`src/include/adc_mode_defs.svh`:
```
/*
  timing counts, strap defaults and widths for the converter mode and power control.
  assumes the includer runs on a 10 MHz system clock.
*/
`ifndef ADC_MODE_DEFS_SVH
`define ADC_MODE_DEFS_SVH

`define CLK_PERIOD_NS        100
`define RELOCK_MIN_NS        1500
`define RELOCK_MAX_NS        5000
`define RELOCK_CYCLES        ((`RELOCK_MAX_NS + `CLK_PERIOD_NS - 1) / `CLK_PERIOD_NS)
`define DISCHARGE_NS         250000
`define DISCHARGE_CYCLES     (`DISCHARGE_NS / `CLK_PERIOD_NS)
`define RESTORE_NS           350000
`define RESTORE_CYCLES       ((`RESTORE_NS + `CLK_PERIOD_NS - 1) / `CLK_PERIOD_NS)
`define STANDBY_WAKE_CYCLES  16
`define MIN_LOCK_RATE_KHZ    20000
`define PIPE_LATENCY         12
`define DATA_WIDTH           12
`define FIFO_DEPTH           32
`define STAB_STRAP_DEFAULT   1'b1
`define FORMAT_STRAP_DEFAULT 1'b0

`endif

```
`src/include/adc_mode_pkg.sv`:
```
/*
  types shared by the mode and power control.
  assumes nothing beyond a SystemVerilog compiler.
*/
package adc_mode_pkg;
  typedef enum logic [3:0] {
    PWR_RUN     = 4'b0001,
    PWR_DOWN    = 4'b0010,
    PWR_STANDBY = 4'b0100,
    PWR_WAKE    = 4'b1000
  } power_state_t;

  typedef enum logic [1:0] {
    FMT_OFFSET_BINARY = 2'b00,
    FMT_TWOS_COMP     = 2'b01
  } data_format_t;
endpackage : adc_mode_pkg

```
`src/rtl/adc_clock_power_mode_control.sv`:
```
/*
  digital mode and power control of a pipelined 12-bit converter: stabilizer
  enable/lock/bypass, strap-selected output format, power-down with tri-stated
  outputs and timed wake-up, standby, 12-cycle data latency through a fifo.
  assumes samples arrive one per clk from the core and straps/pins are async.
*/
`timescale 1ns/10ps
`include "adc_mode_defs.svh"

// What this block does
// - stabilizer regenerates falling edge, 50% duty
// - loop inactive below 20 MHz input rate
// - relock wait after any clock-rate change
// - bypass stabilizer while loop is unlocked
// - data strap selects stabilizer, default enabled
// - clock strap selects format, default offset binary
// - power-down pin shuts reference, bias, clock
// - outputs tri-stated throughout power-down
// - power-down release returns to normal operation
// - wake-up waits up to the restore time
// - standby keeps reference powered, faster wake
// - 12-bit parallel word per sample clock
// - word and range flag after 12 cycles
module adc_clock_power_mode_control
  import adc_mode_pkg::*;
#(
  parameter int RESTORE_CYCLES   = `RESTORE_CYCLES,
  parameter int DISCHARGE_CYCLES = `DISCHARGE_CYCLES,
  parameter int RELOCK_CYCLES    = `RELOCK_CYCLES
) (
  input  wire logic                   clk,              // 10 MHz system clock
  input  wire logic                   reset_n,          // async reset, active low
  input  wire logic                   power_down_pin,   // high requests power-down
  input  wire logic                   serial_data_stabilizer_strap, // stab strap
  input  wire logic                   serial_clock_format_strap,    // format strap
  input  wire logic                   pin_mode,         // high: straps control mode
  input  wire logic                   spi_stab_enable,  // serial-port stabilizer enable
  input  wire logic                   spi_twos_comp,    // serial-port format select
  input  wire logic                   spi_standby,      // serial-port standby request
  input  wire logic                   rate_change,      // pulse: clock rate changed
  input  wire logic [15:0]            rate_khz,         // measured input clock rate
  input  wire logic [`DATA_WIDTH-1:0] core_sample,      // raw offset-binary sample
  input  wire logic                   core_overrange,   // range flag of the sample
  input  wire logic                   sink_ready,       // downstream takes word
  output logic [`DATA_WIDTH-1:0]      data_out,         // formatted output word
  output logic                        data_oe,          // data drivers enabled
  output logic                        range_out,        // out-of-range flag
  output logic                        data_valid,       // word valid this cycle
  output logic                        clk_duty_bypass,  // timing follows input duty
  output logic                        stab_active,      // regenerated 50% falling edge
  output logic                        ref_enable,       // reference powered
  output logic                        bias_enable,      // bias networks and buffer
  output logic                        int_clk_enable,   // internal clock running
  output logic                        wake_done,        // wake-up timer expired
  output logic                        sample_in_ready   // fifo can accept a sample
);
  localparam int CW = 13;

  // pin synchroniser: three stages, change accepted when 2nd and 3rd agree
  logic [2:0] pd_sync, ds_sync, fs_sync;
  logic       pd_q, ds_q, fs_q, next_pd_q, next_ds_q, next_fs_q;
  always_ff @(posedge clk or negedge reset_n) begin
    if (!reset_n) begin
      pd_sync <= 3'h0;
      ds_sync <= {3{`STAB_STRAP_DEFAULT}};
      fs_sync <= {3{`FORMAT_STRAP_DEFAULT}};
      pd_q    <= 1'b0;
      ds_q    <= `STAB_STRAP_DEFAULT;
      fs_q    <= `FORMAT_STRAP_DEFAULT;
    end else begin
      pd_sync <= {pd_sync[1:0], power_down_pin};
      ds_sync <= {ds_sync[1:0], serial_data_stabilizer_strap};
      fs_sync <= {fs_sync[1:0], serial_clock_format_strap};
      pd_q    <= next_pd_q;
      ds_q    <= next_ds_q;
      fs_q    <= next_fs_q;
    end
  end
  always_comb begin
    next_pd_q = (pd_sync[1] == pd_sync[2]) ? pd_sync[2] : pd_q;
    next_ds_q = (ds_sync[1] == ds_sync[2]) ? ds_sync[2] : ds_q;
    next_fs_q = (fs_sync[1] == fs_sync[2]) ? fs_sync[2] : fs_q;
  end

  // mode selection
  logic         stab_req;
  data_format_t fmt;
  always_comb begin
    stab_req = pin_mode ? ds_q : spi_stab_enable;
    fmt      = (pin_mode ? fs_q : spi_twos_comp) ? FMT_TWOS_COMP
                                                 : FMT_OFFSET_BINARY;
  end

  // power state machine
  power_state_t state, next_state;
  logic [31:0]  wake_cnt, next_wake_cnt, down_cnt, next_down_cnt;
  always_comb begin
    next_state    = state;
    next_wake_cnt = wake_cnt;
    next_down_cnt = down_cnt;
    case (state)
      PWR_RUN: begin
        if (pd_q) begin
          next_state    = PWR_DOWN;
          next_down_cnt = 32'h0000_0000;
        end else if (spi_standby) begin
          next_state = PWR_STANDBY;
        end
      end
      PWR_DOWN: begin
        // longer power-down drains more charge, so wake-up grows up to the full time
        if (down_cnt < 32'(DISCHARGE_CYCLES)) begin
          next_down_cnt = down_cnt + 32'h0000_0001;
        end
        if (!pd_q) begin
          next_state    = PWR_WAKE;
          next_wake_cnt = (down_cnt >= 32'(DISCHARGE_CYCLES)) ? 32'(RESTORE_CYCLES)
                        : 32'(RESTORE_CYCLES - DISCHARGE_CYCLES) + down_cnt;
        end
      end
      PWR_STANDBY: begin
        if (pd_q) begin
          next_state    = PWR_DOWN;
          next_down_cnt = 32'h0000_0000;
        end else if (!spi_standby) begin
          next_state    = PWR_WAKE;
          next_wake_cnt = 32'(`STANDBY_WAKE_CYCLES);
        end
      end
      PWR_WAKE: begin
        if (pd_q) begin
          next_state    = PWR_DOWN;
          next_down_cnt = 32'h0000_0000;
        end else if (wake_cnt <= 32'h0000_0001) begin
          next_state    = PWR_RUN;
          next_wake_cnt = 32'h0000_0000;
        end else begin
          next_wake_cnt = wake_cnt - 32'h0000_0001;
        end
      end
      default: next_state = PWR_RUN;
    endcase
  end
  always_ff @(posedge clk or negedge reset_n) begin
    if (!reset_n) begin
      state    <= PWR_RUN;
      wake_cnt <= 32'h0000_0000;
      down_cnt <= 32'h0000_0000;
    end else begin
      state    <= next_state;
      wake_cnt <= next_wake_cnt;
      down_cnt <= next_down_cnt;
    end
  end

  // stabilizer lock tracking; relock assumed at the longest figure
  logic [15:0] relock_cnt, next_relock_cnt;
  logic        locked, next_locked, rate_ok;
  always_comb begin
    rate_ok         = (32'(rate_khz) >= `MIN_LOCK_RATE_KHZ);
    next_relock_cnt = relock_cnt;
    next_locked     = locked;
    if (!stab_req || !rate_ok || state != PWR_RUN && state != PWR_WAKE) begin
      next_locked     = 1'b0;
      next_relock_cnt = 16'(RELOCK_CYCLES);
    end else if (rate_change) begin
      next_locked     = 1'b0;
      next_relock_cnt = 16'(RELOCK_CYCLES);
    end else if (!locked) begin
      if (relock_cnt <= 16'h0001) begin
        next_locked = 1'b1;
      end
      next_relock_cnt = (relock_cnt == 16'h0000) ? 16'h0000 : relock_cnt - 16'h0001;
    end
  end
  always_ff @(posedge clk or negedge reset_n) begin
    if (!reset_n) begin
      relock_cnt <= 16'(RELOCK_CYCLES);
      locked     <= 1'b0;
    end else begin
      relock_cnt <= next_relock_cnt;
      locked     <= next_locked;
    end
  end

  // fifo write and output register are the last two of the 12 latency edges
  localparam int PIPE_STAGES = `PIPE_LATENCY - 1;
  logic [CW-1:0] pipe [PIPE_STAGES];
  logic [CW-1:0] next_pipe [PIPE_STAGES];
  logic [CW-1:0] fifo_out;
  logic          fifo_valid, fifo_in_ready, running;
  always_comb begin
    running      = (state == PWR_RUN) || (state == PWR_WAKE);
    next_pipe[0] = {core_overrange, core_sample};
    for (int i = 1; i < PIPE_STAGES; i++) begin
      next_pipe[i] = pipe[i-1];
    end
  end
  always_ff @(posedge clk or negedge reset_n) begin
    if (!reset_n) begin
      for (int i = 0; i < PIPE_STAGES; i++) begin
        pipe[i] <= '0;
      end
    end else begin
      for (int i = 0; i < PIPE_STAGES; i++) begin
        pipe[i] <= next_pipe[i];
      end
    end
  end

  // fifo absorbs sink stalls; words lost only if sink stalls past 32 words
  sample_fifo #(.WIDTH(CW), .DEPTH(`FIFO_DEPTH)) u_fifo (
    .clk       (clk),
    .reset_n   (reset_n),
    .in_data   (pipe[PIPE_STAGES-1]),
    .in_valid  (running),
    .in_ready  (fifo_in_ready),
    .out_data  (fifo_out),
    .out_valid (fifo_valid),
    .out_ready (sink_ready)
  );

  // registered outputs
  logic [`DATA_WIDTH-1:0] next_data_out;
  logic next_oe, next_range, next_valid, next_bypass, next_stab, next_pwr, next_clk_en;
  always_comb begin
    next_data_out = fifo_out[`DATA_WIDTH-1:0];
    if (fmt == FMT_TWOS_COMP) begin
      next_data_out[`DATA_WIDTH-1] = ~fifo_out[`DATA_WIDTH-1];
    end
    next_oe     = running;
    next_range  = fifo_out[CW-1];
    next_valid  = fifo_valid && sink_ready && running;
    next_bypass = !(stab_req && locked);
    next_stab   = stab_req && locked;
    next_pwr    = (state != PWR_DOWN);
    next_clk_en = running;
  end
  always_ff @(posedge clk or negedge reset_n) begin
    if (!reset_n) begin
      data_out        <= 12'h000;
      data_oe         <= 1'b0;
      range_out       <= 1'b0;
      data_valid      <= 1'b0;
      clk_duty_bypass <= 1'b1;
      stab_active     <= 1'b0;
      ref_enable      <= 1'b1;
      bias_enable     <= 1'b1;
      int_clk_enable  <= 1'b1;
      wake_done       <= 1'b1;
      sample_in_ready <= 1'b0;
    end else begin
      data_out        <= next_data_out;
      data_oe         <= next_oe;
      range_out       <= next_range;
      data_valid      <= next_valid;
      clk_duty_bypass <= next_bypass;
      stab_active     <= next_stab;
      ref_enable      <= next_pwr;
      bias_enable     <= next_pwr && state != PWR_STANDBY;
      int_clk_enable  <= next_clk_en;
      wake_done       <= (state == PWR_RUN);
      sample_in_ready <= fifo_in_ready;
    end
  end

  chk_pd_tristate: assert property (@(posedge clk) disable iff (!reset_n)
    (state == PWR_DOWN) |=> !data_oe)
    else $error("data drivers enabled during power-down");
  chk_bypass_unlocked: assert property (@(posedge clk) disable iff (!reset_n)
    !locked |=> clk_duty_bypass)
    else $error("stabilizer not bypassed while unlocked");
  chk_relock_wait: assert property (@(posedge clk) disable iff (!reset_n)
    rate_change |=> !locked [*8])
    else $error("relock faster than minimum wait");
  chk_low_rate_off: assert property (@(posedge clk) disable iff (!reset_n)
    !rate_ok |=> !locked)
    else $error("loop locked below minimum rate");
  chk_pd_enter: assert property (@(posedge clk) disable iff (!reset_n)
    (state == PWR_RUN && pd_q) |=> state == PWR_DOWN ##1 !ref_enable && !int_clk_enable)
    else $error("power-down not entered");
  chk_pd_exit: assert property (@(posedge clk) disable iff (!reset_n)
    (state == PWR_DOWN && !pd_q) |=> state == PWR_WAKE)
    else $error("power-down release ignored");
  chk_wake_hold: assert property (@(posedge clk) disable iff (!reset_n)
    $rose(state == PWR_WAKE) && wake_cnt > 32'd8 |=> !wake_done [*8])
    else $error("wake reported early");
  chk_standby_ref: assert property (@(posedge clk) disable iff (!reset_n)
    (state == PWR_STANDBY) |=> ref_enable)
    else $error("reference lost in standby");
  chk_fmt_twos: assert property (@(posedge clk) disable iff (!reset_n)
    (fmt == FMT_TWOS_COMP) |=> data_out[11] == !$past(fifo_out[11]))
    else $error("twos complement msb wrong");
endmodule : adc_clock_power_mode_control

```
`src/rtl/sample_fifo.sv`:
```
/*
  synchronous fifo with valid/ready on both sides.
  assumes one clock and an active-low asynchronous reset.
*/
`timescale 1ns/10ps
module sample_fifo #(
  parameter int WIDTH = 13,
  parameter int DEPTH = 32
) (
  input  wire logic             clk,       // system clock
  input  wire logic             reset_n,   // async reset, active low
  input  wire logic [WIDTH-1:0] in_data,   // word to store
  input  wire logic             in_valid,  // word offered
  output logic                  in_ready,  // room available
  output logic [WIDTH-1:0]      out_data,  // oldest word
  output logic                  out_valid, // word available
  input  wire logic             out_ready  // consumer takes word
);
  localparam int AW = $clog2(DEPTH);
  logic [WIDTH-1:0] mem [DEPTH];
  logic [AW-1:0]    wr_ptr, rd_ptr, next_wr_ptr, next_rd_ptr;
  logic [AW:0]      count, next_count;
  logic             push, pop;

  always_comb begin
    push        = in_valid && in_ready;
    pop         = out_valid && out_ready;
    next_wr_ptr = push ? AW'(wr_ptr + 1'b1) : wr_ptr;
    next_rd_ptr = pop ? AW'(rd_ptr + 1'b1) : rd_ptr;
    next_count  = (AW+1)'(count + (AW+1)'(push) - (AW+1)'(pop));
  end

  always_ff @(posedge clk or negedge reset_n) begin
    if (!reset_n) begin
      wr_ptr <= '0;
      rd_ptr <= '0;
      count  <= '0;
    end else begin
      wr_ptr <= next_wr_ptr;
      rd_ptr <= next_rd_ptr;
      count  <= next_count;
    end
  end

  always_ff @(posedge clk) begin
    if (push) begin
      mem[wr_ptr] <= in_data;
    end
  end

  assign in_ready  = (count != (AW+1)'(DEPTH));
  assign out_valid = (count != '0);
  assign out_data  = mem[rd_ptr];
endmodule : sample_fifo

```
`config.mk`:
```
export PLATFORM = sky130hd
export DESIGN_NAME = adc_clock_power_mode_control
export DESIGN_NICKNAME = d
export VERILOG_FILES = /design/src/include/adc_mode_pkg.sv /design/src/rtl/adc_clock_power_mode_control.sv /design/src/rtl/sample_fifo.sv
export VERILOG_INCLUDE_DIRS = /design/src /design/src/include
export SDC_FILE = /design/constraint.sdc
export NUM_CORES = 1
export LEC_CHECK = 0
export BUFFER_PORTS_ARGS = -buffer_cell sky130_fd_sc_hd__buf_4
export CELL_PAD_IN_SITES_DETAIL_PLACEMENT = 1
export CELL_PAD_IN_SITES_GLOBAL_PLACEMENT = 1
export CORE_MARGIN = 1.5
export CORE_UTILIZATION = 46
export DETAILED_ROUTE_END_ITERATION = 10
export PLACE_DENSITY = 0.75
export SKIP_CTS_REPAIR_TIMING = 1
export SLEW_MARGIN = 20
export SYNTH_ARGS = -nofsm -noshare
export SYNTH_HDL_FRONTEND = slang
export SYNTH_HIERARCHICAL = 1
export SYNTH_SLANG_ARGS = --single-unit
```
`constraint.sdc`:
```
create_clock -name clk -period 3.2 [get_ports clk]
set_input_delay 0.64 -clock clk [delete_from_list [all_inputs] [get_ports clk]]
set_output_delay 0.64 -clock clk [all_outputs]
set_load 0.02 [all_outputs]
```
==> metrics.txt, run 1 <==
result of the run completed; most used flip-flop cell after synthesis sky130_fd_sc_hd__edfxtp_1; Slew Viols, Final 0; area growth from synthesis to final layout 15.7%; area share of fa/ha/maj cells after synthesis 1.23%; via count 14.4k; leading cell types by total area after synthesis sky130_fd_sc_hd__edfxtp_1 47%, sky130_fd_sc_hd__dfrtp_1 25%, sky130_fd_sc_hd__mux4_2 4.9%; Remaining DRCs 0; ANT nets after route 0; Synth cell types 80; # clock sinks 694; insertion delay of the later-clocked pin in the worst-skew pair 0.62 ns; met1 usage in global routing 27.3%; Routed Wire Length 59400 um; hold crit path type in -> async; Overall Global Routing Usage 20.6%; antenna diode instance count 0; post-synthesis sequential area ratio 73.8%; cell count after synthesis 1541; cell area after technology mapping 26400 um2; Async S/R FF share, synth 40.1%; Max-slew headroom 44.9%; Post-synth EDFFs 416; mean area per synthesized cell 17.1 um2; share of Yosys cell area claimed by the top area cell type 47.3%; Max-Cap Viols 0; per-cell routed wire length 23.8 um; placed wire-length estimate 35900 um; synthesized-area fraction occupied by xor and xnor cells 0.763%; Max FO, Critical Path 2; count of non-filler cells in the finished layout 2496; Final Cycle Share 86.7%; launch point of the worst reg-to-reg path state[0]; maximum number of pins on one net before global-route repair 93; starting density of the core 46.7%; cell with the largest stage delay on the worst path sky130_fd_sc_hd__dfstp_2; Buffers & Inverters on Critical Path 5; count of pins on the block boundary 62; multiplexer area fraction after synthesis 9.41%; worst clock skew 0.0226 ns; Placeable Area 56500 um2; Synth Area in Compound Gates 6.18%; row cnt 87; Reg2Reg Setup Slack 0.42 ns; CP Data Arrival Time 3.29 ns; Chip Width 243 um; first-pass detailed-route iteration total 7; global-route wire length before repair 92300 um; Post-Synth Simple-Gate Area 6.55%; initial antenna violation count 0; P_leak 11.4 nW; power density normalized to cell area 865 nW/um2; clock transition time at the flip-flop clock pins of the worst setup and hold paths 0.06 ns; RSZ-0062 raised after global routing no; CTS tree done; placed inst area 28100 um2; worst-case vdd ir drop 0.487 mV; Crit. Startpoint state[0]; clock root cell sky130_fd_sc_hd__clkbuf_16; number of vias per cell 5.76; Longest Clk Path Bufs 3; register bit total from synthesis 694; highest clock frequency the design can meet 360 MHz; worst setup slack after placement 0.486 ns; via count of the first global-routing pass 15.7k; Worst Tran Pin Value 0.819 ns; length in cells of the worst reg-to-reg path 14; vertical die dimension 243 um; final-layout setup total negative slack 0 ns; Yosys warning total 6; final setup violation count 0; series of cell instances along the critical path xnor2_1, nor3_1, buf_4, and2_1, inv_1, ha_1, inv_1, ha_1, inv_1, fa_1, inv_1, a21oi_1, o21ai_0, xor2_1; fraction of met2 tracks used by global routing 34.5%; Remaining Overflow, GRT 0; final hold violation count 0; gp weighted congestion 0.780; family with the most delay on the worst path adder cells; net count of the mapped netlist 1604; R2R Path End u_fifo/count[4]; Crit path required time 3.71 ns; fraction of layout cells with a size suffix above 1 21.1%; initial detailed-routing violation count 930; PortBufs 56; final setup margin 0.425 ns; Inst Count DP 2363; cell seen most often among critical-path stages sky130_fd_sc_hd__inv_1; type of the worst setup path reg -> reg; post-layout net count 1745; number of clock buffers inserted by TritonCTS 73; main combinational cell family by area after synthesis multiplexers; endpoint type of the worst setup path flip-flop; stage delay of the slowest cell on the critical path 0.54 ns; area leader, netlist sky130_fd_sc_hd__edfxtp_1; area of the die 58800 um2; startpoint type of the worst setup path flip-flop; count of H-tree levels built during CTS 3; most used routing layer in global routing met2; final design instance area without fill 30500 um2; shortest period the worst path allows 2.78 ns; GR Util met3 3.16%
## how the worst max path moves through the flow
| stage | to | slack (ns) | cells after the start |
|---|---|---|---|
| final | u_fifo/count[4] | 0.42 | 14 |
| after global routing | u_fifo/count[4] | 0.25 | 14 |
| after global placement | u_fifo/count[4] | 0.55 | 14 |
| after detailed placement | u_fifo/count[4] | 0.49 | 14 |
| after CTS | u_fifo/count[4] | 0.38 | 14 |
| after floorplan | u_fifo/count[4] | 0.02 | 15 |
## final cells by class
type                       instances  area (um2)
clock inverter                    31         319
fill                            5194       26000
multi-input combinational        734        6390
clock buffer                     102        2100
sequential                       694       19500
tap                              756         946
inverter                          36         135
timing repair buffer             143        1160
## cell usage after synthesis, types with 14 or more instances
library cell and instances:
sky130_fd_sc_hd__or4_1 15, sky130_fd_sc_hd__nand3_1 25, sky130_fd_sc_hd__a31oi_1 15, sky130_fd_sc_hd__mux2i_1 63, sky130_fd_sc_hd__nor3_1 22, sky130_fd_sc_hd__a21oi_1 43, sky130_fd_sc_hd__clkbuf_1 41, sky130_fd_sc_hd__o21ai_0 29
sky130_fd_sc_hd__mux4_2 58, sky130_fd_sc_hd__nor2_1 72, sky130_fd_sc_hd__a211oi_1 26, sky130_fd_sc_hd__or3_1 20, sky130_fd_sc_hd__inv_1 36, sky130_fd_sc_hd__xnor2_1 15, sky130_fd_sc_hd__a22oi_1 19, sky130_fd_sc_hd__edfxtp_1 416
sky130_fd_sc_hd__mux4_1 20, sky130_fd_sc_hd__nor4_1 15, sky130_fd_sc_hd__buf_2 18, sky130_fd_sc_hd__ha_1 22, sky130_fd_sc_hd__nand2_1 45, sky130_fd_sc_hd__dfrtp_1 265, sky130_fd_sc_hd__nand4_1 14, sky130_fd_sc_hd__and2_1 22
## cells in the final DEF, fill, tap and decap left out, drive strengths merged, types with 8 or more instances in the layout
cell / netlist / layout
mux2i: 63 / 63
clkinv: 0 / 23
a22o: 13 / 13
a22oi: 19 / 19
nor2: 73 / 73
o21ai: 29 / 29
nand4: 14 / 14
xor2: 8 / 8
a211oi: 26 / 26
nand3: 25 / 25
nand2: 45 / 45
o31ai: 8 / 8
ha: 22 / 22
o22ai: 13 / 13
o221ai: 13 / 13
buf: 36 / 143
dfrtp: 265 / 265
nor4: 17 / 17
edfxtp: 416 / 416
and2: 22 / 22
a21oi: 43 / 43
xnor2: 15 / 15
a31oi: 15 / 15
dfstp: 13 / 13
or4: 16 / 16
nor3: 24 / 24
or3: 20 / 20
clkbuf: 41 / 102
inv: 36 / 39
mux4: 78 / 78
nand2b: 9 / 9
## stage by stage
stage	utilization, %	power (mW)	hold WS, ns
global route	54.0	27.5	0.0795
floorplan	-	15.7	0.331
finish	54.0	26.4	0.0428
detailed placement	49.7	18.1	0.336
CTS	54.0	26.7	0.0653
global placement	49.7	17.7	0.331
## sequential cells by signal, summed over array words and instances (netlist names), 3 cells and up
signal and flops:
fs_sync 3, relock_cnt 16, ds_sync 3, u_fifo/wr_ptr 5, state 4, down_cnt 32
u_fifo/rd_ptr 5, wake_cnt 32, pd_sync 3, data_out 12, u_fifo/mem 416, u_fifo/count 6
pipe 13, next_pipe 130
## report_power, final
group          internal [mW]  total (mW)  switching (mW)
combinational           2.87        6.80            3.92
clock                   4.94        8.41            3.47
sequential              10.4        11.2           0.798
## per-layer routing
| metal | part of all wire [%] | up-vias |
|---|---|---|
| met1 | 42 | 7665 |
| met5 | 0 | - |
| li1 | - | 6305 |
| met3 | 4.4 | 83 |
| met4 | 2.6 | 0 |
| met2 | 51 | 336 |
## cell families after synthesis
family          Yosys count
flops                   694
fa+ha+maj                26
compound gates          233
buf+inv                 113
xor+xnor                 23
simple gates            309
mux                     143
(Power assumes the default switching activity.)
==> run 2, diff against run 1 <==
- BUFFER_PORTS_ARGS: -buffer_cell sky130_fd_sc_hd__buf_4 -> unset
- DONT_BUFFER_PORTS: unset -> 1
- PLACE_DENSITY: 0.75 -> 0.74
==> metrics.txt, run 2 (synthesized netlist as in run 1, its figures left out) <==
area of the die 58800 um2 (unchanged); Chip Width 243 um (unchanged); register with the most flip-flops u_fifo/mem; via count of the first global-routing pass 15.0k (-4.1%); Worst Tran Pin Value 1.08 ns (+0.257 ns); Final Cycle Share 85.0% (-1.7 points); hold crit path type in -> async; RSZ-0062 raised after global routing no; Slew Viols, Final 0 (unchanged); startpoint type of the worst setup path flip-flop; insertion delay of the later-clocked pin in the worst-skew pair 0.62 ns (about the same); starting density of the core 46.7% (unchanged); clock root cell sky130_fd_sc_hd__clkbuf_16; routed length on met1 24200 um (-4.0%); number of fill cells in the layout 5099 (-1.8%); length in cells of the worst reg-to-reg path 14 (unchanged); vertical die dimension 243 um (unchanged); clock transition time at the flip-flop clock pins of the worst setup and hold paths 0.06 ns (about the same); final core utilization 53.3% (-0.76 points); Remaining Overflow, GRT 0 (unchanged); result of the run complete, but fails checks; maximum number of pins on one net before global-route repair 279 (+200%); placed wire-length estimate 34500 um (-3.9%); violations in the final reports negative hold slack; Remaining DRCs 0 (unchanged); worst-case vdd ir drop 0.492 mV (+1.1%); top library cells by usage in the layout, fill and taps aside 416 x sky130_fd_sc_hd__edfxtp_1, 250 x sky130_fd_sc_hd__dfrtp_1, 80 x sky130_fd_sc_hd__buf_4; first-pass detailed-route iteration total 5 (-2); gp weighted congestion 0.795 (+2.0%); initial antenna violation count 0 (unchanged); count of pins on the block boundary 62 (unchanged); footprint of the multi-input gates 6390 um2 (unchanged); final-layout setup total negative slack 0 ns (unchanged); via count 14.0k (-2.7%); area growth from synthesis to final layout 14.0%; Longest Clk Path Bufs 3 (unchanged); count of non-filler cells in the finished layout 2435 (-2.4%); CP Data Arrival Time 3.26 ns (-0.03 ns); antenna diode instance count 0 (unchanged); P_leak 11.1 nW (-2.5%); initial detailed-routing violation count 1019 (+9.6%); Max-Cap Viols 0 (unchanged); Crit path required time 3.74 ns (+0.03 ns); endpoint type of the worst setup path flip-flop; Max FO, Critical Path 2 (unchanged); met3 routed WL 2950 um (+12%); final hold violation count 269 (+269); Inst Count DP 2303 (-2.5%); Seq. cell area 19500 um2 (about the same); Routed Wire Length 57200 um (-3.8%); CTS tree done; worst hold margin -0.275 ns (-0.318 ns); PortBufs 0 (-100%); Max-slew headroom 28.2% (-17 points); global-route wire length before repair 88500 um (-4.1%); number of clock buffers inserted by TritonCTS 73 (unchanged); row cnt 87 (unchanged); met2 wire length 28600 um (-4.8%); shortest period the worst path allows 2.72 ns (-0.0537 ns); ANT nets after route 0 (unchanged); Placeable Area 56500 um2 (unchanged); worst clock skew 0.0252 ns (+0.00262 ns); flip-flop count of the largest register, all copies and words added 416 (unchanged); count of H-tree levels built during CTS 3 (unchanged); Overall Global Routing Usage 19.7% (-0.94 points); commonest non-fill, non-tap cell in the layout sky130_fd_sc_hd__edfxtp_1; post-layout net count 1685 (-3.4%); power density normalized to cell area 875 nW/um2 (+1.1%); highest clock frequency the design can meet 367 MHz (+2.0%); # clock sinks 694 (unchanged); launch point of the worst reg-to-reg path state[0]; fraction of layout cells with a size suffix above 1 18.6% (-2.5 points); Reg2Reg Setup Slack 0.48 ns (+0.05 ns); top metal layer carrying routed signals met4; R2R Path End u_fifo/count[4]; type of the worst setup path reg -> reg; per-cell routed wire length 23.5 um (-1.4%); number of vias per cell 5.75 (-0.29%); final setup violation count 0 (unchanged)
## run 2: cell count changes in the layout (fill, tap and decap cells not counted), moves of 2 or more
cell / delta
sky130_fd_sc_hd__clkbuf_16: -2
sky130_fd_sc_hd__clkbuf_8: -4
sky130_fd_sc_hd__inv_6: +2
sky130_fd_sc_hd__clkinvlp_4: +2
sky130_fd_sc_hd__clkbuf_4: +2
sky130_fd_sc_hd__clkbuf_1: -3
sky130_fd_sc_hd__buf_4: -56
sky130_fd_sc_hd__clkinv_1: -3
sky130_fd_sc_hd__buf_12: -3
sky130_fd_sc_hd__bufinv_16: +4
sky130_fd_sc_hd__clkinv_8: -2
## run 2: worst max-delay path: stages, from the launching register on
cell and delay [ns]:
sky130_fd_sc_hd__dfstp_2 0.54, sky130_fd_sc_hd__xnor2_1 0.06, sky130_fd_sc_hd__nor3_1 0.21, sky130_fd_sc_hd__buf_4 0.19, sky130_fd_sc_hd__and2_1 0.15, sky130_fd_sc_hd__inv_1 0.05
sky130_fd_sc_hd__ha_1 0.28, sky130_fd_sc_hd__inv_1 0.06, sky130_fd_sc_hd__ha_1 0.17, sky130_fd_sc_hd__inv_1 0.07, sky130_fd_sc_hd__fa_1 0.39, sky130_fd_sc_hd__inv_1 0.07
sky130_fd_sc_hd__a21oi_1 0.05, sky130_fd_sc_hd__o21ai_0 0.18, sky130_fd_sc_hd__xor2_1 0.16
## run 2: metrics by stage
step / instance area [um2] / total power [mW] / setup WS [ns]
6_report: 30100 / 26.3 / 0.479
5_1_grt: 30100 / 27.5 / 0.280
4_1_cts: 30100 / 26.6 / 0.423
3_5_place_dp: 27600 / 17.9 / 0.458
3_3_place_gp: 27600 / 17.5 / 0.568
2_1_floorplan: 26400 / 15.7 / 0.0220
## run 2: layout make-up
cell class / count / area share [%]
multi-input cells: 734 / 21.2
clock buffers: 95 / 6.63
clock inverters: 37 / 1.60
repair buffers: 83 / 2.19
inverters: 36 / 0.449
well taps: 756 / 3.14
flip-flops and latches: 694 / 64.7
## run 2: how the worst max path moves through the flow
stage | endpoint | cells past startpoint | slack, ns | start
6_report | u_fifo/count[4] | 14 | 0.48 | state[0]
3_3_place_gp | u_fifo/count[4] | 14 | 0.57 | state[0]
2_1_floorplan | u_fifo/count[4] | 15 | 0.02 | state[0]
5_1_grt | u_fifo/count[4] | 14 | 0.28 | state[0]
4_1_cts | u_fifo/count[4] | 14 | 0.42 | state[0]
3_5_place_dp | u_fifo/count[4] | 14 | 0.46 | state[0]
## run 2: layer usage
| metal | vias to the layer above | global-route usage, % |
|---|---|---|
| met5 | - | 0 |
| met4 | 0 | 6.95 |
| met3 | 79 | 3.39 |
| met2 | 353 | 32.8 |
| met1 | 7404 | 26.1 |
| li1 | 6161 | - |
## run 2: power by group
group / switching, mW / internal (mW) / total, mW
registers: 1.03 / 10.4 / 11.4
logic: 3.55 / 2.72 / 6.27
clock network: 3.51 / 5.11 / 8.62
